$ cat src/pkg/genset_alarm_map.svh
// Register offsets, field positions, alarm indices and timing figures of the alarm monitor.
// Included by the package and by the monitor; holds definitions only.
`ifndef GENSET_ALARM_MAP_SVH
`define GENSET_ALARM_MAP_SVH
`define CLK_PERIOD_NS  25
`define TICK_PERIOD_NS 1000000
`define ECU_TIMEOUT_MS 3000
`define KEY_HOLD_MS    5000
`define OVF_NUM        18'h3
`define OVF_DEN        18'h19
`define NPH            18'h3
`define NCFG           12
`define NTMR           12
`define NALM           20
`define R_FREQ         6'h0
`define R_RPM          6'h1
`define R_VOLT         6'h2
`define R_BAT          6'h3
`define R_LIM_B        6'h4
`define R_LIM_C        6'h5
`define R_DLY_A        6'h6
`define R_DLY_B        6'h7
`define R_DLY_C        6'h8
`define R_DLY_D        6'h9
`define R_CTRL         6'ha
`define R_LATCH        6'hb
`define R_ALARMS       6'hc
`define R_STATUS       6'hd
`define CFG_RST        32'h0000_0000
`define F_LO           15:0
`define F_HI           31:16
`define F_ATT          19:16
`define F_ACT_IU       25:24
`define F_ACT_OC       27:26
`define F_ACT_PU       29:28
`define F_ACT_SV       31:30
`define A_FLO  0
`define A_FHI  1
`define A_FOV  2
`define A_RLO  3
`define A_RHI  4
`define A_ROV  5
`define A_VLO  6
`define A_VHI  7
`define A_BLO  8
`define A_BHI  9
`define A_FST  10
`define A_FSP  11
`define A_CHG  12
`define A_ECT  13
`define A_ECL  14
`define A_VUB  15
`define A_IUB  16
`define A_OC   17
`define A_PU   18
`define A_SVC  19
`define T_FLO  0
`define T_FHI  1
`define T_RLO  2
`define T_RHI  3
`define T_VLO  4
`define T_VHI  5
`define T_BLO  6
`define T_BHI  7
`define T_VUB  8
`define T_IUB  9
`define T_PU   10
`define T_STP  11
`define LV_NONE 2'h0
`define LV_WARN 2'h1
`define LV_LD   2'h2
`define LV_SD   2'h3
`define RESP_OK  2'h0
`define RESP_ERR 2'h2
`endif

$ cat src/pkg/genset_alarm_pkg.sv
// Types of the alarm monitor: key hold states and the monitor's whole state.
// Relies on the constants of genset_alarm_map.svh.
`include "genset_alarm_map.svh"
package genset_alarm_pkg;
  typedef enum logic [1:0] {
    K_IDLE = 2'b00,
    K_HOLD = 2'b01,
    K_DONE = 2'b11
  } key_e;

  typedef struct packed {
    logic [`NCFG-1:0][31:0] cfg;
    logic                   awr;
    logic                   wr;
    logic                   aw_ok;
    logic                   w_ok;
    logic [5:0]             awi;
    logic [31:0]            wd;
    logic [3:0]             ws;
    logic                   bvalid;
    logic [1:0]             bresp;
    logic                   arr;
    logic                   rvalid;
    logic [1:0]             rresp;
    logic [31:0]            rdata;
    logic [23:0]            prs;
    logic                   tick;
    logic [15:0]            hold;
    logic [`NTMR-1:0][15:0] tmr;
    logic [31:0]            oc_acc;
    logic [3:0]             att;
    logic [15:0]            ecu;
    logic [15:0]            key;
    key_e                   kst;
    logic [`NALM-1:0]       alm;
    logic                   sd;
    logic                   ld;
    logic                   wn;
    logic                   led;
    logic                   wled;
    logic                   relay;
    logic                   svc_rst;
    logic                   svc_done;
  } state_s;
endpackage

$ cat src/core/genset_alarm_monitor.sv
// Shutdown alarm monitor of a genset controller with an AXI4-Lite register slave.
// Assumes measured values arrive synchronous to aclk and are held stable between updates.
// Operation
// - Frequency outside low/high limits for its delay, after holdoff, sets an alarm.
// - Frequency above high limit plus 12 percent stops the engine at once, always.
// - Speed outside low/high limits for its delay, after holdoff, sets an alarm.
// - Speed above overshoot limit stops the engine at once, no holdoff.
// - Any phase voltage outside limits for voltage fail time, after holdoff, alarms.
// - Battery voltage outside limits for its delay alarms, engine state ignored.
// - Engine not running once all start attempts are used sets fail to start.
// - Engine still running when the stop timer expires sets fail to stop.
// - Charge voltage under its limit, after holdoff, sets an alarm.
// - No engine ECU message for 3 seconds while fuel is on alarms.
// - Phase voltage deviating from average beyond limit, after holdoff, alarms.
// - Phase current deviating beyond same limit, after holdoff, alarms at programmed level.
// - Current over limit for inverse time trips overcurrent at programmed level.
// - Currents back under limit abandon a pending overcurrent trip.
// - Pickup speed under crank cut speed for loss timer alarms, programmed level.
// - Any expired service counter raises the service request alarm.
// - Both keys held 5 seconds reset service counters and show completion.
// - Lost engine ECU communication raises an alarm.
// - Action levels of current unbalance, overcurrent, pickup and service alarms are configurable.
// - Shutdown lights alarm lamp, opens contactor, stops engine, drives alarm relay.
// - While a shutdown is active later alarms of any level are ignored.
// - Latching alarms stay active until an operating mode selection cancels them.
`timescale 1ns/1ps
`include "genset_alarm_map.svh"
module genset_alarm_monitor
  import genset_alarm_pkg::*;
#(
  parameter int unsigned TICK_CYCLES = `TICK_PERIOD_NS / `CLK_PERIOD_NS,
  parameter int unsigned ADDR_W      = 8
) (
  input  logic              aclk,
  input  logic              aresetn,
  input  logic [ADDR_W-1:0] awaddr,
  input  logic              awvalid,
  output logic              awready,
  input  logic [31:0]       wdata,
  input  logic [3:0]        wstrb,
  input  logic              wvalid,
  output logic              wready,
  output logic [1:0]        bresp,
  output logic              bvalid,
  input  logic              bready,
  input  logic [ADDR_W-1:0] araddr,
  input  logic              arvalid,
  output logic              arready,
  output logic [31:0]       rdata,
  output logic [1:0]        rresp,
  output logic              rvalid,
  input  logic              rready,
  input  logic [15:0]       gen_freq,
  input  logic [15:0]       engine_rpm,
  input  logic [15:0]       volt_l1,
  input  logic [15:0]       volt_l2,
  input  logic [15:0]       volt_l3,
  input  logic [15:0]       curr_l1,
  input  logic [15:0]       curr_l2,
  input  logic [15:0]       curr_l3,
  input  logic [15:0]       battery_volt,
  input  logic [15:0]       charge_volt,
  input  logic              engine_running,
  input  logic              fuel_on,
  input  logic              stop_request,
  input  logic              crank_failed,
  input  logic              ecu_message,
  input  logic              ecu_link_lost,
  input  logic [2:0]        service_expired,
  input  logic              key_mute,
  input  logic              key_lamp_test,
  input  logic              mode_select,
  output logic              alarm_led,
  output logic              warning_led,
  output logic              gen_contactor_open,
  output logic              engine_stop,
  output logic              cooldown_stop,
  output logic              alarm_relay,
  output logic              service_reset,
  output logic              service_done
);
  state_s                 st;
  state_s                 n;
  logic [`NTMR-1:0]       cond;
  logic [`NTMR-1:0][15:0] lim;
  logic [`NTMR-1:0]       fire;
  logic [`NALM-1:0]       raw;
  logic [`NALM-1:0][1:0]  lv;
  logic [`NALM-1:0]       sdm;
  logic [`NALM-1:0]       ldm;
  logic [`NALM-1:0]       wnm;
  logic [`NALM-1:0]       base;
  logic [`NALM-1:0]       fresh;
  logic [17:0]            fthr;
  logic                   hok;
  logic                   oc_any;
  logic [15:0]            oc_max;
  logic                   keys;

  // A deviation test against the three-phase average; the average is truncated.
  function automatic logic unbal(input logic [15:0] a, input logic [15:0] b,
                                 input logic [15:0] c, input logic [15:0] l);
    logic [17:0] avg;
    logic [17:0] lim18;
    avg   = (18'(a) + 18'(b) + 18'(c)) / `NPH;
    lim18 = 18'(l);
    unbal = ((18'(a) > avg) ? 18'(a) - avg : avg - 18'(a)) > lim18 ||
            ((18'(b) > avg) ? 18'(b) - avg : avg - 18'(b)) > lim18 ||
            ((18'(c) > avg) ? 18'(c) - avg : avg - 18'(c)) > lim18;
  endfunction

  assign keys   = key_mute && key_lamp_test;
  assign hok    = engine_running && st.hold >= st.cfg[`R_DLY_A][`F_LO];
  assign fthr   = 18'(st.cfg[`R_FREQ][`F_HI]) +
                  18'(st.cfg[`R_FREQ][`F_HI]) * `OVF_NUM / `OVF_DEN;
  assign oc_max = (curr_l1 > curr_l2) ? ((curr_l1 > curr_l3) ? curr_l1 : curr_l3)
                                      : ((curr_l2 > curr_l3) ? curr_l2 : curr_l3);
  assign oc_any = oc_max > st.cfg[`R_LIM_C][`F_HI];

  always_comb begin
    cond[`T_FLO] = hok && gen_freq < st.cfg[`R_FREQ][`F_LO];
    cond[`T_FHI] = hok && gen_freq > st.cfg[`R_FREQ][`F_HI];
    cond[`T_RLO] = hok && engine_rpm < st.cfg[`R_RPM][`F_LO];
    cond[`T_RHI] = hok && engine_rpm > st.cfg[`R_RPM][`F_HI];
    cond[`T_VLO] = hok && (volt_l1 < st.cfg[`R_VOLT][`F_LO] ||
                   volt_l2 < st.cfg[`R_VOLT][`F_LO] || volt_l3 < st.cfg[`R_VOLT][`F_LO]);
    cond[`T_VHI] = hok && (volt_l1 > st.cfg[`R_VOLT][`F_HI] ||
                   volt_l2 > st.cfg[`R_VOLT][`F_HI] || volt_l3 > st.cfg[`R_VOLT][`F_HI]);
    cond[`T_BLO] = battery_volt < st.cfg[`R_BAT][`F_LO];
    cond[`T_BHI] = battery_volt > st.cfg[`R_BAT][`F_HI];
    cond[`T_VUB] = hok && unbal(volt_l1, volt_l2, volt_l3, st.cfg[`R_LIM_C][`F_LO]);
    cond[`T_IUB] = hok && unbal(curr_l1, curr_l2, curr_l3, st.cfg[`R_LIM_C][`F_LO]);
    cond[`T_PU]  = engine_running && engine_rpm < st.cfg[`R_DLY_D][`F_LO];
    cond[`T_STP] = stop_request && engine_running;
    lim[`T_FLO]  = st.cfg[`R_DLY_B][`F_LO];
    lim[`T_FHI]  = st.cfg[`R_DLY_B][`F_LO];
    lim[`T_RLO]  = st.cfg[`R_DLY_B][`F_HI];
    lim[`T_RHI]  = st.cfg[`R_DLY_B][`F_HI];
    lim[`T_VLO]  = st.cfg[`R_DLY_A][`F_HI];
    lim[`T_VHI]  = st.cfg[`R_DLY_A][`F_HI];
    lim[`T_BLO]  = st.cfg[`R_DLY_C][`F_LO];
    lim[`T_BHI]  = st.cfg[`R_DLY_C][`F_LO];
    lim[`T_VUB]  = st.cfg[`R_DLY_A][`F_HI];
    lim[`T_IUB]  = st.cfg[`R_DLY_A][`F_HI];
    lim[`T_PU]   = st.cfg[`R_DLY_C][`F_HI];
    lim[`T_STP]  = st.cfg[`R_CTRL][`F_LO];
  end

  always_comb begin
    n          = st;
    n.svc_rst  = 1'b0;
    n.tick     = 1'b0;
    // Delays count in millisecond ticks so that 16-bit timers reach about a minute.
    if (st.prs == 24'(TICK_CYCLES - 1)) begin
      n.prs  = '0;
      n.tick = 1'b1;
    end else begin
      n.prs = st.prs + 24'h1;
    end
    if (!engine_running) begin
      n.hold = '0;
    end else if (st.tick && !hok) begin
      n.hold = st.hold + 16'h1;
    end
    for (int k = 0; k < `NTMR; k++) begin
      if (!cond[k]) begin
        n.tmr[k] = '0;
      end else if (st.tick && st.tmr[k] < lim[k]) begin
        n.tmr[k] = st.tmr[k] + 16'h1;
      end
      fire[k] = cond[k] && st.tmr[k] >= lim[k];
    end
    // The curve integrates the excess per tick, so a larger overload reaches the
    // trip constant sooner; this is a linear stand-in for the full inverse curve.
    if (!oc_any) begin
      n.oc_acc = '0;
    end else if (st.tick && st.oc_acc < 32'(st.cfg[`R_DLY_D][`F_HI])) begin
      n.oc_acc = st.oc_acc + 32'(oc_max - st.cfg[`R_LIM_C][`F_HI]);
    end
    if (engine_running || mode_select) begin
      n.att = '0;
    end else if (crank_failed && st.att != 4'hf) begin
      n.att = st.att + 4'h1;
    end
    if (!fuel_on || ecu_message) begin
      n.ecu = '0;
    end else if (st.tick && st.ecu < 16'(`ECU_TIMEOUT_MS)) begin
      n.ecu = st.ecu + 16'h1;
    end
    raw          = '0;
    raw[`A_FLO]  = fire[`T_FLO];
    raw[`A_FHI]  = fire[`T_FHI];
    raw[`A_FOV]  = 18'(gen_freq) > fthr;
    raw[`A_RLO]  = fire[`T_RLO];
    raw[`A_RHI]  = fire[`T_RHI];
    raw[`A_ROV]  = engine_rpm > st.cfg[`R_LIM_B][`F_HI];
    raw[`A_VLO]  = fire[`T_VLO];
    raw[`A_VHI]  = fire[`T_VHI];
    raw[`A_BLO]  = fire[`T_BLO];
    raw[`A_BHI]  = fire[`T_BHI];
    raw[`A_FST]  = !engine_running && st.cfg[`R_CTRL][`F_ATT] != 4'h0 &&
                   st.att >= st.cfg[`R_CTRL][`F_ATT];
    raw[`A_FSP]  = fire[`T_STP];
    raw[`A_CHG]  = hok && charge_volt < st.cfg[`R_LIM_B][`F_LO];
    raw[`A_ECT]  = fuel_on && st.ecu >= 16'(`ECU_TIMEOUT_MS);
    raw[`A_ECL]  = ecu_link_lost;
    raw[`A_VUB]  = fire[`T_VUB];
    raw[`A_IUB]  = fire[`T_IUB];
    raw[`A_OC]   = oc_any && st.oc_acc >= 32'(st.cfg[`R_DLY_D][`F_HI]);
    raw[`A_PU]   = fire[`T_PU];
    raw[`A_SVC]  = |service_expired;
    for (int i = 0; i < `NALM; i++) begin
      lv[i] = `LV_SD;
    end
    lv[`A_IUB] = st.cfg[`R_CTRL][`F_ACT_IU];
    lv[`A_OC]  = st.cfg[`R_CTRL][`F_ACT_OC];
    lv[`A_PU]  = st.cfg[`R_CTRL][`F_ACT_PU];
    lv[`A_SVC] = st.cfg[`R_CTRL][`F_ACT_SV];
    for (int i = 0; i < `NALM; i++) begin
      sdm[i] = lv[i] == `LV_SD;
      ldm[i] = lv[i] == `LV_LD;
      wnm[i] = lv[i] == `LV_WARN;
    end
    // A mode selection cancels first, so a fault present in that cycle is kept.
    base  = mode_select ? '0 : st.alm & (st.cfg[`R_LATCH][`NALM-1:0] | raw);
    fresh = raw & ~base;
    if (|(base & sdm)) begin
      fresh = '0;
    end else if (|(base & ldm)) begin
      fresh = fresh & sdm;
    end else if (|(base & wnm)) begin
      fresh = fresh & (sdm | ldm);
    end else begin
      fresh = fresh & (sdm | ldm | wnm);
    end
    n.alm   = base | fresh;
    n.sd    = |(n.alm & sdm);
    n.ld    = |(n.alm & ldm);
    n.wn    = |(n.alm & wnm);
    n.led   = n.sd || n.ld;
    n.wled  = n.wn;
    n.relay = n.sd || n.ld || n.wn;
    unique case (st.kst)
      K_IDLE: begin
        n.key = '0;
        if (keys) begin
          n.kst      = K_HOLD;
          n.svc_done = 1'b0;
        end
      end
      K_HOLD: begin
        if (!keys) begin
          n.kst = K_IDLE;
        end else if (st.key >= 16'(`KEY_HOLD_MS)) begin
          n.kst      = K_DONE;
          n.svc_rst  = 1'b1;
          n.svc_done = 1'b1;
        end else if (st.tick) begin
          n.key = st.key + 16'h1;
        end
      end
      K_DONE: begin
        if (!keys) begin
          n.kst = K_IDLE;
        end
      end
      default: begin
        n.kst = K_IDLE;
      end
    endcase
    if (st.awr && awvalid) begin
      n.aw_ok = 1'b1;
      n.awi   = 6'(awaddr >> 2);
    end
    if (st.wr && wvalid) begin
      n.w_ok = 1'b1;
      n.wd   = wdata;
      n.ws   = wstrb;
    end
    if (st.aw_ok && st.w_ok) begin
      n.aw_ok  = 1'b0;
      n.w_ok   = 1'b0;
      n.bvalid = 1'b1;
      n.bresp  = (st.awi <= `R_STATUS) ? `RESP_OK : `RESP_ERR;
      if (st.awi < 6'(`NCFG)) begin
        for (int b = 0; b < 4; b++) begin
          if (st.ws[b]) begin
            n.cfg[st.awi[3:0]][8*b +: 8] = st.wd[8*b +: 8];
          end
        end
      end
    end
    if (st.bvalid && bready) begin
      n.bvalid = 1'b0;
    end
    if (st.rvalid && rready) begin
      n.rvalid = 1'b0;
    end
    if (st.arr && arvalid) begin
      n.rvalid = 1'b1;
      n.rresp  = `RESP_OK;
      n.rdata  = '0;
      if (6'(araddr >> 2) < 6'(`NCFG)) begin
        n.rdata = st.cfg[4'(araddr >> 2)];
      end else if (6'(araddr >> 2) == `R_ALARMS) begin
        n.rdata = 32'(st.alm);
      end else if (6'(araddr >> 2) == `R_STATUS) begin
        n.rdata = {26'h0, st.svc_done, st.wn, st.ld, st.sd, 2'(st.kst)};
      end else begin
        n.rresp = `RESP_ERR;
      end
    end
    n.awr = !n.aw_ok && !n.bvalid;
    n.wr  = !n.w_ok && !n.bvalid;
    n.arr = !n.rvalid;
  end

  always_ff @(posedge aclk) begin
    if (!aresetn) begin
      st     <= '0;
      st.cfg <= {`NCFG{`CFG_RST}};
      st.kst <= K_IDLE;
    end else begin
      st <= n;
    end
  end

  assign awready            = st.awr;
  assign wready             = st.wr;
  assign bvalid             = st.bvalid;
  assign bresp              = st.bresp;
  assign arready            = st.arr;
  assign rvalid             = st.rvalid;
  assign rresp              = st.rresp;
  assign rdata              = st.rdata;
  assign alarm_led          = st.led;
  assign warning_led        = st.wled;
  assign gen_contactor_open = st.led;
  assign engine_stop        = st.sd;
  assign cooldown_stop      = st.ld;
  assign alarm_relay        = st.relay;
  assign service_reset      = st.svc_rst;
  assign service_done       = st.svc_done;
endmodule

$ cat config.mk
export PLATFORM = sky130hd
export DESIGN_NAME = genset_alarm_monitor
export DESIGN_NICKNAME = d
export VERILOG_FILES = /design/src/pkg/genset_alarm_pkg.sv /design/src/core/genset_alarm_monitor.sv
export VERILOG_INCLUDE_DIRS = /design/src /design/src/pkg
export SDC_FILE = /design/constraint.sdc
export NUM_CORES = 2
export LEC_CHECK = 0
export BUFFER_PORTS_ARGS = -buffer_cell sky130_fd_sc_hd__buf_2
export CELL_PAD_IN_SITES_DETAIL_PLACEMENT = 1
export CELL_PAD_IN_SITES_GLOBAL_PLACEMENT = 1
export CORE_MARGIN = 4
export CORE_UTILIZATION = 52
export DETAILED_ROUTE_END_ITERATION = 7
export PLACE_DENSITY = 0.89
export SLEW_MARGIN = 20
export SYNTH_ARGS = -nofsm -noshare
export SYNTH_HDL_FRONTEND = slang
export SYNTH_SLANG_ARGS = --single-unit
export TNS_END_PERCENT = 1
$ cat constraint.sdc
create_clock -name aclk -period 48 [get_ports aclk]
set_input_delay 7.2 -clock aclk [delete_from_list [all_inputs] [get_ports aclk]]
set_output_delay 7.2 -clock aclk [all_outputs]
set_load 0.01 [all_outputs]
* Word-level counts from Yosys, hierarchy flattened
Index checks and enable logic that the tools add are counted.
Word-level totals: input bits 231, flip-flop bits (word level) 799, output and inout port bits 49, logic and storage cells 374
Cells by class: eq/ne operators 25, add/sub/neg operators 36, bitwise gates (word level) 17, $mul 1, divide/modulo/power cells 3, muxes and demuxes 65, magnitude comparators 69, reductions and logical operators 105
Operators by type and width (number):
- $mux 384 | 10
- $bwmux 384 | 4
- $demux 32 s4 | 4
- $lt 16x16->1 | 20
- $add 16x1->16 const B | 15
- $and 20x20->20 | 11
- $ge 16x16->1 | 13
- $gt 16x16->1 | 11
- $bmux 32 s4 | 1
- $gt 16x18->1 | 7
- $reduce_or 20->1 | 6
- $mux 16 | 7
- $gt 18x16->1 | 6
- $mux 18 | 6
- $sub 16x18->18 | 6
- $sub 18x16->18 | 6
- $mux 20 | 5
- $mux 32 | 3
- $or 20x20->20 | 4
- $logic_and 1x1->1 | 54
- $add 17x16->18 | 2
- $div 18x2->18 const B | 2
- $mux 35 | 1
- $add 16x16->17 | 2
- 45 further kinds | 115

* Depth between registers and ports, before layout
depth after elaboration 24, gate-level depth with buffers 91, mapped depth without buffers 88

* Worst setup path after synthesis
Ideal clock, no wire load.
path kind input port to flip-flop, from input port curr_l1[1], to register st, in the netlist alarm_relay, data arrival time 23287 ps, stages 80, setup slack 24589 ps, library setup time 123 ps, required time 47877 ps, buffers on the path 3, cell sequence inv_1 fa_1 inv_1 ha_1 fa_1 a21o_1 a21oi_1 o21bai_1 a21oi_1 o21bai_1 a21oi_1 o21bai_1 a21oi_1 o21bai_1 a21oi_1 o21bai_1 a21oi_1 buf_1 [... 44 more ...] ha_1 and4_1 a221o_1 a21o_1 a21oi_1 a21oi_1 a311o_1 o211ai_1 a21boi_0 a31oi_1 nand2_1 nand2_1 a21o_1 and2_1 a32oi_1 or3b_2 or2_2 or2_2
Between the ends: cells in the longest elaborated chain, start to end 24, elaborated cells on any way between the ends 54, classes of those cells add/sub: 8; div: 1; order compare: 9; mux: 9; bitwise: 14; reduce/logical: 13
Ends and longest elaborated chain:
- start: declaration | line genset_alarm_monitor.sv:58 | input logic [15:0] curr_l1,
- parallel branches: the longest is 19 deep, another holds $add 17x16->18
- $or 20x20->20 * | line genset_alarm_monitor.sv:236 | n.alm = base | fresh;
- $and 20x20->20 (on tied branches) | line genset_alarm_monitor.sv:237, genset_alarm_monitor.sv:238
- $reduce_or 20->1 (on tied branches) | line genset_alarm_monitor.sv:237, genset_alarm_monitor.sv:238
- $logic_or 1x1->1 | line genset_alarm_monitor.sv:242 | n.relay = n.sd || n.ld || n.wn;
- $logic_or 1x1->1 * | line genset_alarm_monitor.sv:242
- end signal: assignment | line genset_alarm_monitor.sv:324 | st <= n;
- end: declaration | line genset_alarm_monitor.sv:82 | state_s st;
Mark *: on every way between the ends. A chain may end at the register's enable or synchronous reset.

* Worst setup path in the final report
from input port curr_l3[1], to register st, in the netlist alarm_relay
Between the ends: cells in the longest elaborated chain, start to end 23, elaborated cells on any way between the ends 54, classes of those cells add/sub: 7; div: 1; order compare: 9; mux: 10; bitwise: 14; reduce/logical: 13
Ends and longest elaborated chain:
- start: declaration | line genset_alarm_monitor.sv:60 | input logic [15:0] curr_l3,
- parallel branches: the longest is 18 deep, another holds $add 17x16->18
- $or 20x20->20 * | line genset_alarm_monitor.sv:236
- $and 20x20->20 (on tied branches) | line genset_alarm_monitor.sv:237, genset_alarm_monitor.sv:238
- $reduce_or 20->1 (on tied branches) | line genset_alarm_monitor.sv:237, genset_alarm_monitor.sv:238
- $logic_or 1x1->1 | line genset_alarm_monitor.sv:242
- $logic_or 1x1->1 * | line genset_alarm_monitor.sv:242
Marked as above.

==> results.tsv <==
stage	metric	value	unit
setup_path	crit_start	curr_l3[1]	
power	leakage	29.7	nW
cells_and_area	area_growth	7.99	%
synthesis	avgSynthCellArea	7.81	um2
sta	fmax	34.2	MHz
clocking	cts_setup_buffers	0	
hold_path	min-delay-start	st[59]$_SDFFE_PP0P_	
global_routing	met1_usage	0.501	
synthesis	ys_seq_elements	797	
setup_path	cp.depth	80	
global_routing	grt_pass1_vias	71410	
placed_design	place_inst	10491	
setup_path	cp_slowest_cell	nor2_1	
clocking	numCtsBuffers	86	
job	drv_cap	0	
setup_path	crit_top_cell	a21oi_1	
sta	slew-limit-headroom	0.133	
sta	period_needed	29.24	ns
synthesis	synth_area_leaders	dfxtp_1 (23%), ha_1 (17%), a21oi_1 (7.0%)	
global_routing	grt_use_met2	0.624	
drt	first_pass_iters	7	
drt	routed_wl	284000	um
synthesis	synth_top_area_frac	0.232	
setup_path	worst-path-buf-inv	7	
global_routing	gr-total-overflow	0	
global_routing	met3_usage	0.0829	
clocking	holdBufCountCts	0	
global_routing	grt_pass1_wl	427000	um
synthesis	ys.flop_type	dfxtp_1	
clocking	cts-root-buf	clkbuf_16	
drt	drc	0	
placed_design	dp_hpwl	215000	um
synthesis	syn_inst	8809	
hold_path	hold_path_class	register to register	
sta	rsz0062_at_grt	false	
setup_path	startpoint_type	input pin	
clocking	cts.sinks	797	
sta	hold_viol	0	
setup_path	reg2reg_from	st[432]$_SDFFE_PN0P_	
power	peakVddDrop	64.4	uV
drt	vias_per_cell	6.54	
cells_and_area	layout_common_cells	a21oi_1 (958), ha_1 (944), nand2_1 (921)	
cells_and_area	layout.nets	10049	
setup_path	max_stage_delay	0.91	ns
synthesis	synth_enable_flop_cells	0	
clocking	insertion_delay	0.70	ns
synthesis	seq_area_frac_synth	0.232	
global_routing	grt_busiest_layer	met2	
cells_and_area	final_cell_count_no_fill	10657	
floorplanning	die_y	372	um
sta	final-max-slew-violation-count	0	
cells_and_area	final_layout_size_suffix_gt1_frac	0.0805	
synthesis	synth_cell_types	127	
clocking	clock_path_buffers	3	
global_routing	grt.total_usage	0.396	
placed_design	gp_congestion	0.979	
setup_path	cp_max_fo	18	
setup_path	cp.arrival	29.88	ns
power	power_density	69.5	nW/um2
clocking	clk_pin_slew	0.06	ns
floorplanning	fp.coreArea	131000	um2
floorplanning	die_area	138000	um2
drt	drt_iter0_drc	7079	
setup_path	crit_path_end_kind	register	
sta	clock_skew	0.0442	ns
synthesis	synthesis.area	68800	um2
sta	worstMarginPinSlew	1.30	ns
synthesis	synth_area_leader_cell	dfxtp_1	
synthesis	async_reset_ff_frac	0	
cells_and_area	final_common_cell	a21oi_1	
sta	setup_viol	0	
setup_path	reg2reg_slack	27.80	ns
hold_path	min_path_cells	1	
setup_path	worstSetupPathType	input pin to register	
floorplanning	io-pin-count	280	
floorplanning	rows	133	
setup_path	required	48.64	ns
global_routing	grt_max_degree	139	
placed_design	io_buffer_count	273	
floorplanning	start_util	0.524	
drt	vias	69687	
global_routing	antenna_found_initial	16	
sta	min_period_over_period	0.609	
clocking	cts_tree	built	
clocking	post_cts_resized	0	
drt	wire_per_inst	26.6	um
setup_path	crit_family	compound AO/OA/AOI/OAI gates	
sta	tns	0	ns
floorplanning	chipWidth	372	um
drt	ant_nets	0	
setup_path	r2r.worst_path.cells	75	
run_status	status	finished clean	
clocking	h-tree-depth	3	
synthesis	yosys_warnings	0	
[sequential cells by signal (all words and copies together) (netlist names), 8 cells and up]
signal and cells:
st 647, lv 8, rdata 32, lim 96
[metal layers]
metal,share of wire,vias up
met4,0.069,12
met3,0.093,989
li1,-,31131
met1,0.40,34249
met5,0.00027,-
met2,0.44,3306
[cells by family after synthesis]
kind of cell               synth area share
xor gates and xnor gates             0.0574
DFF                                   0.232
and+or+nand+nor                       0.203
AOI/OAI and AO/OA                     0.204
adders and majority gates             0.187
muxes                                0.0519
buffers and inverters                0.0645
other                             0.0000545
[through the flow]
step	utilization	setup slack [ns]	hold slack, ns	power [W]	cell area (um2)
3_3_place_gp	0.542	19.33	0.434	0.00414	71200
4_1_cts	0.565	19.52	0.462	0.00506	74300
6_report	0.565	18.76	0.459	0.00517	74300
2_1_floorplan	-	24.59	0.420	0.00331	68800
5_1_grt	0.565	17.57	0.479	0.00554	74300
3_5_place_dp	0.542	18.90	0.442	0.00431	71200
[path summary, 6_finish.rpt]
path	end
hold / removal	st[59]$_SDFFE_PP0P_
hold reg to reg	st[59]$_SDFFE_PP0P_
setup reg to reg	alarm_relay$_SDFF_PN0_
setup / recovery	alarm_relay$_SDFF_PN0_
[cells in the mapped netlist, drive strengths merged, types with 115 or more instances]
master / instances
clkbuf: 317
nand2b: 146
nor2b: 166
a21oi: 961
nand2: 923
inv: 723
dfxtp: 797
a21o: 255
ha: 944
o21ai: 355
nand3: 543
nand4: 160
xnor2: 283
nor2: 659
xor2: 167
mux2i: 115
[worst reg2reg max path, delay by kind of cell (launching register included)]
kind,cells,cell delay [ns]
buf+inv,2,0.14
simple gates,22,5.87
mux,3,0.75
fa+ha+maj,7,2.45
xor+xnor,3,0.69
compound gates,38,9.51
flops,1,0.70
[report_power, final]
group	switching [W]	internal, W	leakage, nW
clock network	0.000310	0.000418	1.48
registers	0.0000129	0.000665	6.43
logic	0.00229	0.00147	21.8
[area by class of cell]
cell class              instances  area (um2)
inverters                     726        2730
fillers                     16353       57100
well taps                    1755        2200
clock inverters                38         544
diodes                          8        20.0
clock buffers                 120        2510
multi-input cells            6885       48600
repair buffers                328        1800
flip-flops and latches        797       16000
(Power assumes the default switching activity.)
